**config.mk**
```make
export PLATFORM = sky130hd
export DESIGN_NAME = ptc_config_top
export DESIGN_NICKNAME = d
export VERILOG_FILES = /design/src/shared/ptc_pkg.sv /design/src/logic/ptc_config_top.sv /design/src/logic/ptc_edge_gen.sv
export SDC_FILE = /design/constraint.sdc
export NUM_CORES = 1
export LEC_CHECK = 0
export BUFFER_PORTS_ARGS = -buffer_cell sky130_fd_sc_hd__buf_2
export CAP_MARGIN = 20
export CORE_MARGIN = 2
export CORE_UTILIZATION = 45
export CTS_CLUSTER_DIAMETER = 50
export DETAILED_ROUTE_END_ITERATION = 8
export PLACE_DENSITY = 0.75
export RECOVER_POWER = 100
export SLEW_MARGIN = 20
export SYNTH_ARGS = -nofsm -noshare
export SYNTH_HDL_FRONTEND = slang
export SYNTH_HIERARCHICAL = 1
export SYNTH_SLANG_ARGS = --single-unit
```
**constraint.sdc**
```tcl
create_clock -name core_clk_i -period 4 [get_ports core_clk_i]
set_clock_uncertainty 0.05 [all_clocks]
set_input_delay 0.8 -clock core_clk_i [delete_from_list [all_inputs] [get_ports core_clk_i]]
set_output_delay 0.8 -clock core_clk_i [all_outputs]
set_load 0.02 [all_outputs]
```
**src/shared/ptc_pkg.sv**
```systemverilog
/*
 * Constants for the pixel timing and test pattern configuration bank.
 * Assumes 8-bit registers, each at word index (byte address / 4) on a 32-bit bus.
 */
package ptc_pkg;
    localparam int PTC_ADDR_W = 8;
    localparam int PTC_DATA_W = 32;
    localparam int PTC_IDX_W = 6;
    localparam int PTC_PHASE_W = 6;
    localparam int PTC_PIX_W = 16;
    localparam int PTC_EV_W = 3;

    // Register indices
    localparam logic [5:0] PTC_IDX_HOLD_MODE = 6'h06;
    localparam logic [5:0] PTC_IDX_STATUS = 6'h07;
    localparam logic [5:0] PTC_IDX_CLAMP_RISE = 6'h20;
    localparam logic [5:0] PTC_IDX_CLAMP_FALL = 6'h21;
    localparam logic [5:0] PTC_IDX_SAMPLE_RISE = 6'h22;
    localparam logic [5:0] PTC_IDX_SAMPLE_FALL = 6'h23;
    localparam logic [5:0] PTC_IDX_CLOCK_BAND = 6'h25;
    localparam logic [5:0] PTC_IDX_LOOP_CTRL = 6'h28;
    localparam logic [5:0] PTC_IDX_OFFSET_HI = 6'h30;
    localparam logic [5:0] PTC_IDX_OFFSET_LO = 6'h31;
    localparam logic [5:0] PTC_IDX_SPAN_HI = 6'h32;
    localparam logic [5:0] PTC_IDX_SPAN_LO = 6'h33;
    localparam logic [5:0] PTC_IDX_PAT_CTRL = 6'h34;
    localparam logic [5:0] PTC_IDX_IRQ_STATUS = 6'h3e;
    localparam logic [5:0] PTC_IDX_IRQ_MASK = 6'h3f;

    // Field positions
    localparam int PTC_HOLD_EN_BIT = 7;
    localparam int PTC_FALSE_LOCK_BIT = 0;
    localparam int PTC_BAND_LSB = 4;
    localparam int PTC_LOOP_BAND_LSB = 0;
    localparam int PTC_LOOP_RST_BIT = 0;
    localparam int PTC_PAT_SWITCH_BIT = 7;
    localparam int PTC_PAT_MODE_LSB = 4;
    localparam int PTC_PRBS_BIT = 3;

    // Legal code limits
    localparam logic [2:0] PTC_BAND_LAST = 3'h5;
    localparam logic [1:0] PTC_LOOP_BAND_RSVD = 2'h3;
    localparam logic [2:0] PTC_MODE_UNUSED = 3'h7;

    // Reset values
    localparam logic [5:0] PTC_RST_CLAMP_RISE = 6'h08;
    localparam logic [5:0] PTC_RST_CLAMP_FALL = 6'h1c;
    localparam logic [5:0] PTC_RST_SAMPLE_RISE = 6'h28;
    localparam logic [5:0] PTC_RST_SAMPLE_FALL = 6'h3c;
    localparam logic [2:0] PTC_RST_BAND = 3'h0;
    localparam logic [1:0] PTC_RST_LOOP_BAND = 2'h2;
    localparam logic PTC_RST_HOLD_EN = 1'b1;
    localparam logic [15:0] PTC_RST_PIX16 = 16'h0000;
    localparam logic [2:0] PTC_RST_MODE = 3'h0;

    // Event bits
    localparam int PTC_EV_FALSE_LOCK = 0;
    localparam int PTC_EV_LINE_START = 1;
    localparam int PTC_EV_REGION = 2;

    typedef enum logic [1:0] {
        PTC_SRC_CONVERTED,
        PTC_SRC_PROGRAMMED,
        PTC_SRC_PRBS
    } ptc_src_t;
endpackage

```
**src/logic/ptc_config_top.sv**
```systemverilog
/*
 * Pixel timing and test pattern configuration bank with Avalon-MM slave.
 * Assumes line sync and false lock arrive asynchronously from pins; host writes baselines after power-up.
 */
// Operation
// - Clamp rise index 0-63 sets clamp pulse start; used only in double sampling.
// - Clamp fall index 0-63 sets clamp pulse end; used only in double sampling.
// - Sample rise index 0-63 sets sampling pulse start in every mode.
// - Sample fall index 0-63 sets sampling pulse end.
// - Three-bit input clock band, codes 000-101; 110 and 111 never written.
// - Two-bit loop band 10, 01, 00; code 11 is reserved, never written.
// - Writing one to loop control bit 0 resets the loop, then self-clears.
// - Sixteen-bit pattern offset: pixels from line sync edge to valid region.
// - Sixteen-bit pattern span: width of valid region in pixels.
// - Pattern switch bit 7 picks converted data or generated test patterns.
// - Pattern mode: fixed, horizontal gradient, vertical gradient, lattice.
// - Modes 100 stripe, 101 synchronous, 110 asynchronous test; 111 unused.
// - Pseudo-random enable bit 3 overrides the pattern switch.
// - Read-only status bit 0 reports loop false lock at half frequency.
// - Hold enable bit selects sample-and-hold; clear selects double sampling.
`timescale 1ns/1ps
module ptc_config_top (
    // Clock and reset
    input wire logic core_clk_i,
    input wire logic nrst_i,
    // Avalon-MM slave
    input wire logic [ptc_pkg::PTC_ADDR_W-1:0] avs_address_i,
    input wire logic avs_read_i,
    input wire logic avs_write_i,
    input wire logic [ptc_pkg::PTC_DATA_W-1:0] avs_writedata_i,
    input wire logic [3:0] avs_byteenable_i,
    output logic [ptc_pkg::PTC_DATA_W-1:0] avs_readdata_o,
    output logic avs_waitrequest_o,
    // Pins
    input wire logic line_sync_input_i,
    input wire logic false_lock_i,
    // Timing outputs
    output logic black_level_pulse_o,
    output logic sample_pulse_o,
    output logic [ptc_pkg::PTC_PHASE_W-1:0] pixel_phase_o,
    output logic loop_reset_o,
    output logic hold_mode_o,
    output logic [2:0] clock_band_o,
    output logic [1:0] loop_band_o,
    // Test pattern outputs
    output logic [1:0] pattern_source_o,
    output logic [2:0] pattern_mode_o,
    output logic pattern_valid_o,
    // Interrupt
    output logic irq_o
);
    import ptc_pkg::*;

    logic rst_meta_reg;
    logic rst_n;
    logic ack_reg;
    logic [PTC_IDX_W-1:0] bus_idx;
    logic bus_word;
    logic bus_wr;
    logic [7:0] wbyte;
    logic [7:0] rd_next;
    logic [PTC_PHASE_W-1:0] clamp_rise_reg;
    logic [PTC_PHASE_W-1:0] clamp_fall_reg;
    logic [PTC_PHASE_W-1:0] sample_rise_reg;
    logic [PTC_PHASE_W-1:0] sample_fall_reg;
    logic [2:0] band_reg;
    logic [1:0] loop_band_reg;
    logic hold_reg;
    logic loop_rst_reg;
    logic [PTC_PIX_W-1:0] offset_reg;
    logic [PTC_PIX_W-1:0] span_reg;
    logic switch_reg;
    logic prbs_reg;
    logic [2:0] mode_reg;
    logic [2:0] sync_reg;
    logic line_filt_reg;
    logic [2:0] lock_sync_reg;
    logic lock_filt_reg;
    logic line_start;
    logic lock_rise;
    logic pixel_tick;
    logic [PTC_PIX_W-1:0] pix_cnt_reg;
    logic in_region;
    logic valid_reg;
    logic [PTC_EV_W-1:0] ev_set;
    logic [PTC_EV_W-1:0] irq_status_reg;
    logic [PTC_EV_W-1:0] irq_mask_reg;
    ptc_src_t src_reg;

    // Reset release through two flops
    always_ff @(posedge core_clk_i or negedge nrst_i) begin
        if (!nrst_i) begin
            rst_meta_reg <= 1'b0;
            rst_n <= 1'b0;
        end else begin
            rst_meta_reg <= 1'b1;
            rst_n <= rst_meta_reg;
        end
    end

    // Bus decode: one wait state; a write is taken on the edge after ack, read data is latched on the edge that sets ack
    assign bus_idx = avs_address_i[7:2];
    assign bus_word = (avs_address_i[1:0] == 2'b00);
    assign bus_wr = avs_write_i && ack_reg && avs_byteenable_i[0] && bus_word;
    assign wbyte = avs_writedata_i[7:0];
    assign avs_waitrequest_o = (avs_read_i || avs_write_i) && !ack_reg;

    function automatic logic wr_hit(input logic [5:0] idx);
        wr_hit = bus_wr && (bus_idx == idx);
    endfunction

    always_ff @(posedge core_clk_i or negedge rst_n) begin
        if (!rst_n) begin
            ack_reg <= 1'b0;
        end else begin
            ack_reg <= (avs_read_i || avs_write_i) && !ack_reg;
        end
    end

    // Read mux; unused bits and unmapped words read zero
    always_comb begin
        rd_next = 8'h00;
        if (bus_word) begin
            unique case (bus_idx)
                PTC_IDX_HOLD_MODE: rd_next[PTC_HOLD_EN_BIT] = hold_reg;
                PTC_IDX_STATUS: rd_next[PTC_FALSE_LOCK_BIT] = lock_filt_reg;
                PTC_IDX_CLAMP_RISE: rd_next[5:0] = clamp_rise_reg;
                PTC_IDX_CLAMP_FALL: rd_next[5:0] = clamp_fall_reg;
                PTC_IDX_SAMPLE_RISE: rd_next[5:0] = sample_rise_reg;
                PTC_IDX_SAMPLE_FALL: rd_next[5:0] = sample_fall_reg;
                PTC_IDX_CLOCK_BAND: rd_next = {1'b0, band_reg, 2'b00, loop_band_reg};
                PTC_IDX_LOOP_CTRL: rd_next[PTC_LOOP_RST_BIT] = loop_rst_reg;
                PTC_IDX_OFFSET_HI: rd_next = offset_reg[15:8];
                PTC_IDX_OFFSET_LO: rd_next = offset_reg[7:0];
                PTC_IDX_SPAN_HI: rd_next = span_reg[15:8];
                PTC_IDX_SPAN_LO: rd_next = span_reg[7:0];
                PTC_IDX_PAT_CTRL: rd_next = {switch_reg, mode_reg, prbs_reg, 3'b000};
                PTC_IDX_IRQ_STATUS: rd_next[PTC_EV_W-1:0] = irq_status_reg;
                PTC_IDX_IRQ_MASK: rd_next[PTC_EV_W-1:0] = irq_mask_reg;
                default: rd_next = 8'h00;
            endcase
        end
    end

    always_ff @(posedge core_clk_i or negedge rst_n) begin
        if (!rst_n) begin
            avs_readdata_o <= '0;
        end else if (avs_read_i && !ack_reg) begin
            avs_readdata_o <= {24'h000000, rd_next};
        end
    end

    // Edge position registers; bits 7:6 are dropped
    always_ff @(posedge core_clk_i or negedge rst_n) begin
        if (!rst_n) begin
            clamp_rise_reg <= PTC_RST_CLAMP_RISE;
            clamp_fall_reg <= PTC_RST_CLAMP_FALL;
            sample_rise_reg <= PTC_RST_SAMPLE_RISE;
            sample_fall_reg <= PTC_RST_SAMPLE_FALL;
        end else begin
            if (wr_hit(PTC_IDX_CLAMP_RISE)) clamp_rise_reg <= wbyte[5:0];
            if (wr_hit(PTC_IDX_CLAMP_FALL)) clamp_fall_reg <= wbyte[5:0];
            if (wr_hit(PTC_IDX_SAMPLE_RISE)) sample_rise_reg <= wbyte[5:0];
            if (wr_hit(PTC_IDX_SAMPLE_FALL)) sample_fall_reg <= wbyte[5:0];
        end
    end

    // Bands: an illegal code is dropped so the loop never sees it
    always_ff @(posedge core_clk_i or negedge rst_n) begin
        if (!rst_n) begin
            band_reg <= PTC_RST_BAND;
            loop_band_reg <= PTC_RST_LOOP_BAND;
            hold_reg <= PTC_RST_HOLD_EN;
        end else begin
            if (wr_hit(PTC_IDX_CLOCK_BAND) && wbyte[PTC_BAND_LSB +: 3] <= PTC_BAND_LAST) begin
                band_reg <= wbyte[PTC_BAND_LSB +: 3];
            end
            if (wr_hit(PTC_IDX_CLOCK_BAND) && wbyte[PTC_LOOP_BAND_LSB +: 2] != PTC_LOOP_BAND_RSVD) begin
                loop_band_reg <= wbyte[PTC_LOOP_BAND_LSB +: 2];
            end
            if (wr_hit(PTC_IDX_HOLD_MODE)) hold_reg <= wbyte[PTC_HOLD_EN_BIT];
        end
    end

    // Loop reset stands one cycle, then clears itself
    always_ff @(posedge core_clk_i or negedge rst_n) begin
        if (!rst_n) begin
            loop_rst_reg <= 1'b0;
        end else begin
            loop_rst_reg <= wr_hit(PTC_IDX_LOOP_CTRL) && wbyte[PTC_LOOP_RST_BIT];
        end
    end

    // Pattern region and control
    always_ff @(posedge core_clk_i or negedge rst_n) begin
        if (!rst_n) begin
            offset_reg <= PTC_RST_PIX16;
            span_reg <= PTC_RST_PIX16;
            switch_reg <= 1'b0;
            prbs_reg <= 1'b0;
            mode_reg <= PTC_RST_MODE;
        end else begin
            if (wr_hit(PTC_IDX_OFFSET_HI)) offset_reg[15:8] <= wbyte;
            if (wr_hit(PTC_IDX_OFFSET_LO)) offset_reg[7:0] <= wbyte;
            if (wr_hit(PTC_IDX_SPAN_HI)) span_reg[15:8] <= wbyte;
            if (wr_hit(PTC_IDX_SPAN_LO)) span_reg[7:0] <= wbyte;
            if (wr_hit(PTC_IDX_PAT_CTRL)) begin
                switch_reg <= wbyte[PTC_PAT_SWITCH_BIT];
                prbs_reg <= wbyte[PTC_PRBS_BIT];
                if (wbyte[PTC_PAT_MODE_LSB +: 3] != PTC_MODE_UNUSED) begin
                    mode_reg <= wbyte[PTC_PAT_MODE_LSB +: 3];
                end
            end
        end
    end

    // Source select: pseudo-random wins over the switch
    always_ff @(posedge core_clk_i or negedge rst_n) begin
        if (!rst_n) begin
            src_reg <= PTC_SRC_CONVERTED;
        end else if (prbs_reg) begin
            src_reg <= PTC_SRC_PRBS;
        end else if (switch_reg) begin
            src_reg <= PTC_SRC_PROGRAMMED;
        end else begin
            src_reg <= PTC_SRC_CONVERTED;
        end
    end

    // Pin inputs: a change counts once stages two and three agree
    always_ff @(posedge core_clk_i or negedge rst_n) begin
        if (!rst_n) begin
            sync_reg <= 3'h0;
            line_filt_reg <= 1'b0;
            lock_sync_reg <= 3'h0;
            lock_filt_reg <= 1'b0;
        end else begin
            sync_reg <= {sync_reg[1:0], line_sync_input_i};
            lock_sync_reg <= {lock_sync_reg[1:0], false_lock_i};
            if (sync_reg[1] == sync_reg[2]) line_filt_reg <= sync_reg[2];
            if (lock_sync_reg[1] == lock_sync_reg[2]) lock_filt_reg <= lock_sync_reg[2];
        end
    end

    assign line_start = (sync_reg[1] == sync_reg[2]) && sync_reg[2] && !line_filt_reg;
    assign lock_rise = (lock_sync_reg[1] == lock_sync_reg[2]) && lock_sync_reg[2] && !lock_filt_reg;

    // Pixel count from the line sync leading edge; saturates on long lines
    always_ff @(posedge core_clk_i or negedge rst_n) begin
        if (!rst_n) begin
            pix_cnt_reg <= '1;
        end else if (line_start) begin
            pix_cnt_reg <= '0;
        end else if (pixel_tick && pix_cnt_reg != 16'hffff) begin
            pix_cnt_reg <= PTC_PIX_W'(pix_cnt_reg + 16'h0001);
        end
    end

    assign in_region = (pix_cnt_reg >= offset_reg)
        && ({1'b0, pix_cnt_reg} < 17'({1'b0, offset_reg} + {1'b0, span_reg}));

    always_ff @(posedge core_clk_i or negedge rst_n) begin
        if (!rst_n) begin
            valid_reg <= 1'b0;
        end else begin
            valid_reg <= in_region;
        end
    end

    // Interrupts: set wins over a write-one clear
    assign ev_set = {in_region && !valid_reg, line_start, lock_rise};

    always_ff @(posedge core_clk_i or negedge rst_n) begin
        if (!rst_n) begin
            irq_status_reg <= '0;
            irq_mask_reg <= '0;
        end else begin
            if (wr_hit(PTC_IDX_IRQ_MASK)) irq_mask_reg <= wbyte[PTC_EV_W-1:0];
            if (wr_hit(PTC_IDX_IRQ_STATUS)) begin
                irq_status_reg <= (irq_status_reg & ~wbyte[PTC_EV_W-1:0]) | ev_set;
            end else begin
                irq_status_reg <= irq_status_reg | ev_set;
            end
        end
    end

    assign irq_o = |(irq_status_reg & irq_mask_reg);

    ptc_edge_gen u_edge (
        .core_clk_i(core_clk_i),
        .rst_n_i(rst_n),
        .loop_reset_i(loop_rst_reg),
        .hold_mode_i(hold_reg),
        .clamp_rise_i(clamp_rise_reg),
        .clamp_fall_i(clamp_fall_reg),
        .sample_rise_i(sample_rise_reg),
        .sample_fall_i(sample_fall_reg),
        .phase_o(pixel_phase_o),
        .pixel_tick_o(pixel_tick),
        .black_level_pulse_o(black_level_pulse_o),
        .sample_pulse_o(sample_pulse_o)
    );

    assign loop_reset_o = loop_rst_reg;
    assign hold_mode_o = hold_reg;
    assign clock_band_o = band_reg;
    assign loop_band_o = loop_band_reg;
    assign pattern_source_o = src_reg;
    assign pattern_mode_o = mode_reg;
    assign pattern_valid_o = valid_reg;
endmodule

```
**src/logic/ptc_edge_gen.sv**
```systemverilog
/*
 * Pixel phase counter and clamp / sample pulse generator.
 * Assumes one core clock step is one sixty-fourth of a pixel period.
 */
`timescale 1ns/1ps
module ptc_edge_gen (
    // Clock and reset
    input wire logic core_clk_i,
    input wire logic rst_n_i,
    // Settings
    input wire logic loop_reset_i,
    input wire logic hold_mode_i,
    input wire logic [ptc_pkg::PTC_PHASE_W-1:0] clamp_rise_i,
    input wire logic [ptc_pkg::PTC_PHASE_W-1:0] clamp_fall_i,
    input wire logic [ptc_pkg::PTC_PHASE_W-1:0] sample_rise_i,
    input wire logic [ptc_pkg::PTC_PHASE_W-1:0] sample_fall_i,
    // Timing outputs
    output logic [ptc_pkg::PTC_PHASE_W-1:0] phase_o,
    output logic pixel_tick_o,
    output logic black_level_pulse_o,
    output logic sample_pulse_o
);
    import ptc_pkg::*;

    logic [PTC_PHASE_W-1:0] phase_reg;

    // Window with wrap; equal edges give no pulse
    function automatic logic in_window(input logic [5:0] ph, input logic [5:0] rise, input logic [5:0] fall);
        in_window = (rise <= fall) ? (ph >= rise && ph < fall) : (ph >= rise || ph < fall);
    endfunction

    always_ff @(posedge core_clk_i or negedge rst_n_i) begin
        if (!rst_n_i) begin
            phase_reg <= '0;
        end else if (loop_reset_i) begin
            phase_reg <= '0;
        end else begin
            phase_reg <= PTC_PHASE_W'(phase_reg + 6'h01);
        end
    end

    always_ff @(posedge core_clk_i or negedge rst_n_i) begin
        if (!rst_n_i) begin
            black_level_pulse_o <= 1'b0;
            sample_pulse_o <= 1'b0;
        end else begin
            // Clamp idles low in sample-and-hold mode
            black_level_pulse_o <= !hold_mode_i && in_window(phase_reg, clamp_rise_i, clamp_fall_i);
            sample_pulse_o <= in_window(phase_reg, sample_rise_i, sample_fall_i);
        end
    end

    assign phase_o = phase_reg;
    assign pixel_tick_o = (phase_reg == 6'h3f);
endmodule

```
==> implementation parameters <==
Parameter                              Value

Run status
  Result of the run    finished, violations left
  Violated checks    capacitance limit, slew limit

Logic synthesis
  Main synth FF type    dfrtp_1
  Dominant cell by count in the synthesized netlist    dfrtp_1
  Number of warnings issued by yosys    6
  Synth area leader    dfrtp_1
  Number of instances in the synthesized netlist    approximately 750
  Proportion of netlist area held by the largest area contributor    about 30%
  Netlist Area Pre-Place    between 7000 and 8000 um2
  Unique masters post-synth    70
  Count of state elements after synthesis    120
  EDFF count, synth    0
  Top cell types by occurrence after synthesis    dfrtp_1, ha_1, mux2_2
  Post-synthesis async set-or-reset flop share    100%
  Mapped Avg Cell Area    between 10 and 15 um2
  Sequential-to-total area share from yosys stat    39.1%
  Synth area leaders    dfrtp_1, ha_1, dfstp_2

Worst setup path
  Worst reg2reg setup slack    approximately 0.19 ns
  Path depth of the worst reg2reg path    15
  Worst Setup Start Kind    flop
  Critical path start-end classification    reg -> reg
  Category of the worst setup path capture point    flop
  Crit Reg-Reg Startpoint    offset_reg[0]
  Signal arrival time at the worst endpoint    between 4 and 5 ns
  Maximum fanout along the worst path    4
  Reg-to-reg endpoint    irq_status_reg[2]
  Worst endpoint required time    ~4.3 ns

Global routing
  Global routing usage summed across all routing layers    between 20% and 30%
  Global-route wire length before repair    between 30,000 and 40,000 um
  Number of global-route vias before repair    5,707
  Initial antenna violation count    0
  Largest net degree at the start of global routing    between 60 and 70
  Leftover overflow at the end of global routing    0

Layout
  Post-layout net count    between 900 and 1,000
  Area added between synthesis and finish    12.4%
  Antenna diode count    0
  Post-Layout Inst Area    approximately 9000 um2
  Non-filler cells, final    approximately 1,000
  Share of final-layout standard cells stronger than drive strength 1    between 10% and 20%

Floorplan
  Width of the die    ~140 um
  Number of rows in the core area    48
  Initial core utilization    a little under half
  Standard cell core area    17,100 um2
  Die height    135 um
  Die Outline Area    18,400 um2
  Io pins    105

Pwr
  Share of total power in sequential cells    about two fifths
  Power Internal    approximately 2.6 mW
  Power density over cell area    slightly above 400 nW/um2
  Share of total power in combinational logic    between 10% and 20%
  Worst IR Drop VDD    around 320 uV
  Leakage    4.06 nW
  Clock network fraction of total power    between 40% and 50%
  Switching part of the total power    between 20% and 30%
  Sw Pwr    1.04 mW

Hold path
  Tightest Hold Check Type    in -> async

Clock tree
  Total clock sinks    120
  Clock transition at the registers of the reported paths    about 0.060 ns
  Root Buffer    clkbuf_16
  Insertion delay to the later sink of the worst-skew pair    between 0.4 and 0.5 ns
  TritonCTS clock tree    yes
  Post-CTS Repair Setup Buffers    0
  Cts bufs inserted    17
  Number of H-tree levels    4
  Maximum buffer depth of the clock tree    2

Drt
  Router iterations before antenna repair    5
  Starting DRT DRC Count    475
  DRC violations left    0
  Total wirelength of the detailed-routed design    19,300 um
  Via count    a little over 6,000
  Via/cell ratio    5.78
  Routed wire per std cell    between 15 and 20 um
  Number of routed nets with antenna violations    0

Job
  Max_cap viols    1

STA
  Max Transition Viols Final    between 60 and 70
  Number of setup violations in the final report    0
  Final critical-path setup slack    around 0.19 ns
  Setup TNS    0 ns
  RSZ-0062 raised after global routing    false
  Hold violation total from the final report    0
  Final worst path period share    a little over nine tenths
  Transition time of the tightest slew-check pin    2.50 ns
  Fmax    about 0.26 GHz
  Worst slew slack as a fraction of its limit    -66.7%
  Tmin final    3.81 ns

Placed design
  Total cell area at the placement stage    around 8200 um2
  Number of buffers inserted by port buffering    53
  Post-DP HPWL    14,100 um
  Routability congestion estimate    about 0.92
  Dpl cells    approximately 1,000
  Post-placement setup slack    about 0.27 ns
==> cell families after synthesis <==
| logic type | share of synthesized area [%] |
|---|---|
| compound gates | 15.0 |
| xor+xnor | 3.27 |
| fa+ha+maj | 14.1 |
| buf+inv | 5.69 |
| flops | 39.1 |
| mux | 9.83 |
| other cells | 0.0966 |
| simple gates | 13.0 |
==> worst max-delay path, stage by stage, from the launching register on <==
cell and delay [ns]:
dfrtp_1 0.42, ha_1 0.26, fa_1 0.43, a211oi_1 0.24, o21bai_1 0.14, o22ai_1 0.23
o21ai_0 0.18, buf_4 0.18, xnor2_1 0.13, ha_1 0.33, nand2_1 0.09, or3_1 0.40
a31oi_1 0.24, o31ai_2 0.12, a21oi_2 0.17, o31ai_1 0.09
==> stage by stage <==
stage | power [mW] | hold slack [ns] | utilization (%)
2_1_floorplan | 1.82 | 0.281 | -
3_3_place_gp | 1.96 | 0.283 | 48.1
3_5_place_dp | 1.98 | 0.285 | 48.1
4_1_cts | 3.66 | 0.0851 | 51.8
5_1_grt | 3.80 | 0.0909 | 51.1
6_report | 3.63 | 0.0969 | 51.1
==> layout make-up <==
| type | count | area (um2) |
|---|---|---|
| Multi-Input combinational cell | 558 | 4310 |
| Clock buffer | 19 | 453 |
| Tap cell | 225 | 282 |
| Sequential cell | 120 | 3040 |
| Timing Repair Buffer | 61 | 289 |
| Inverter | 49 | 184 |
| Fill cell | 1547 | 8370 |
| Clock inverter | 13 | 191 |
==> worst max-delay path by stage <==
stage / start / endpoint / slack (ns)
2_1_floorplan: rst_n / ack_reg / 0.41
3_3_place_gp: offset_reg[0] / irq_status_reg[2] / 0.25
3_5_place_dp: offset_reg[0] / irq_status_reg[2] / 0.27
4_1_cts: offset_reg[0] / irq_status_reg[2] / 0.18
5_1_grt: offset_reg[0] / irq_status_reg[2] / 0.002
6_report: offset_reg[0] / irq_status_reg[2] / 0.19
==> placed cells by master, fill, tap and decap left out, types with 24 or more instances in the layout <==
| cell type | instances |
|---|---|
| a21oi_1 | 32 |
| clkbuf_1 | 35 |
| conb_1 | 25 |
| dfrtp_1 | 92 |
| dfstp_2 | 24 |
| ha_1 | 85 |
| inv_1 | 49 |
| mux2_2 | 58 |
| nand2_1 | 36 |
| nor2_1 | 53 |
==> power groups by stage <==
stage	Sequential, mW	Clock, mW	Combinational, mW
2_1_floorplan	1.42	0	0.401
3_3_place_gp	1.40	0	0.554
3_5_place_dp	1.40	0	0.575
4_1_cts	1.39	1.69	0.588
5_1_grt	1.40	1.75	0.653
6_report	1.39	1.66	0.578
==> per-layer routing <==
| layer | GRT usage [%] | up-vias | share of wire, % |
|---|---|---|---|
| met4 | 8.74 | 0 | 2.7 |
| met1 | 30.4 | 2939 | 45 |
| li1 | - | 2830 | - |
| met5 | 0 | - | 0 |
| met2 | 32.1 | 229 | 44 |
| met3 | 5.69 | 39 | 7.5 |
==> timing repair <==
item	CTS	global route
resized for setup	0	2
setup endpoints to repair	0	2
hold buffers	0	0
(Power assumes the default switching activity.)
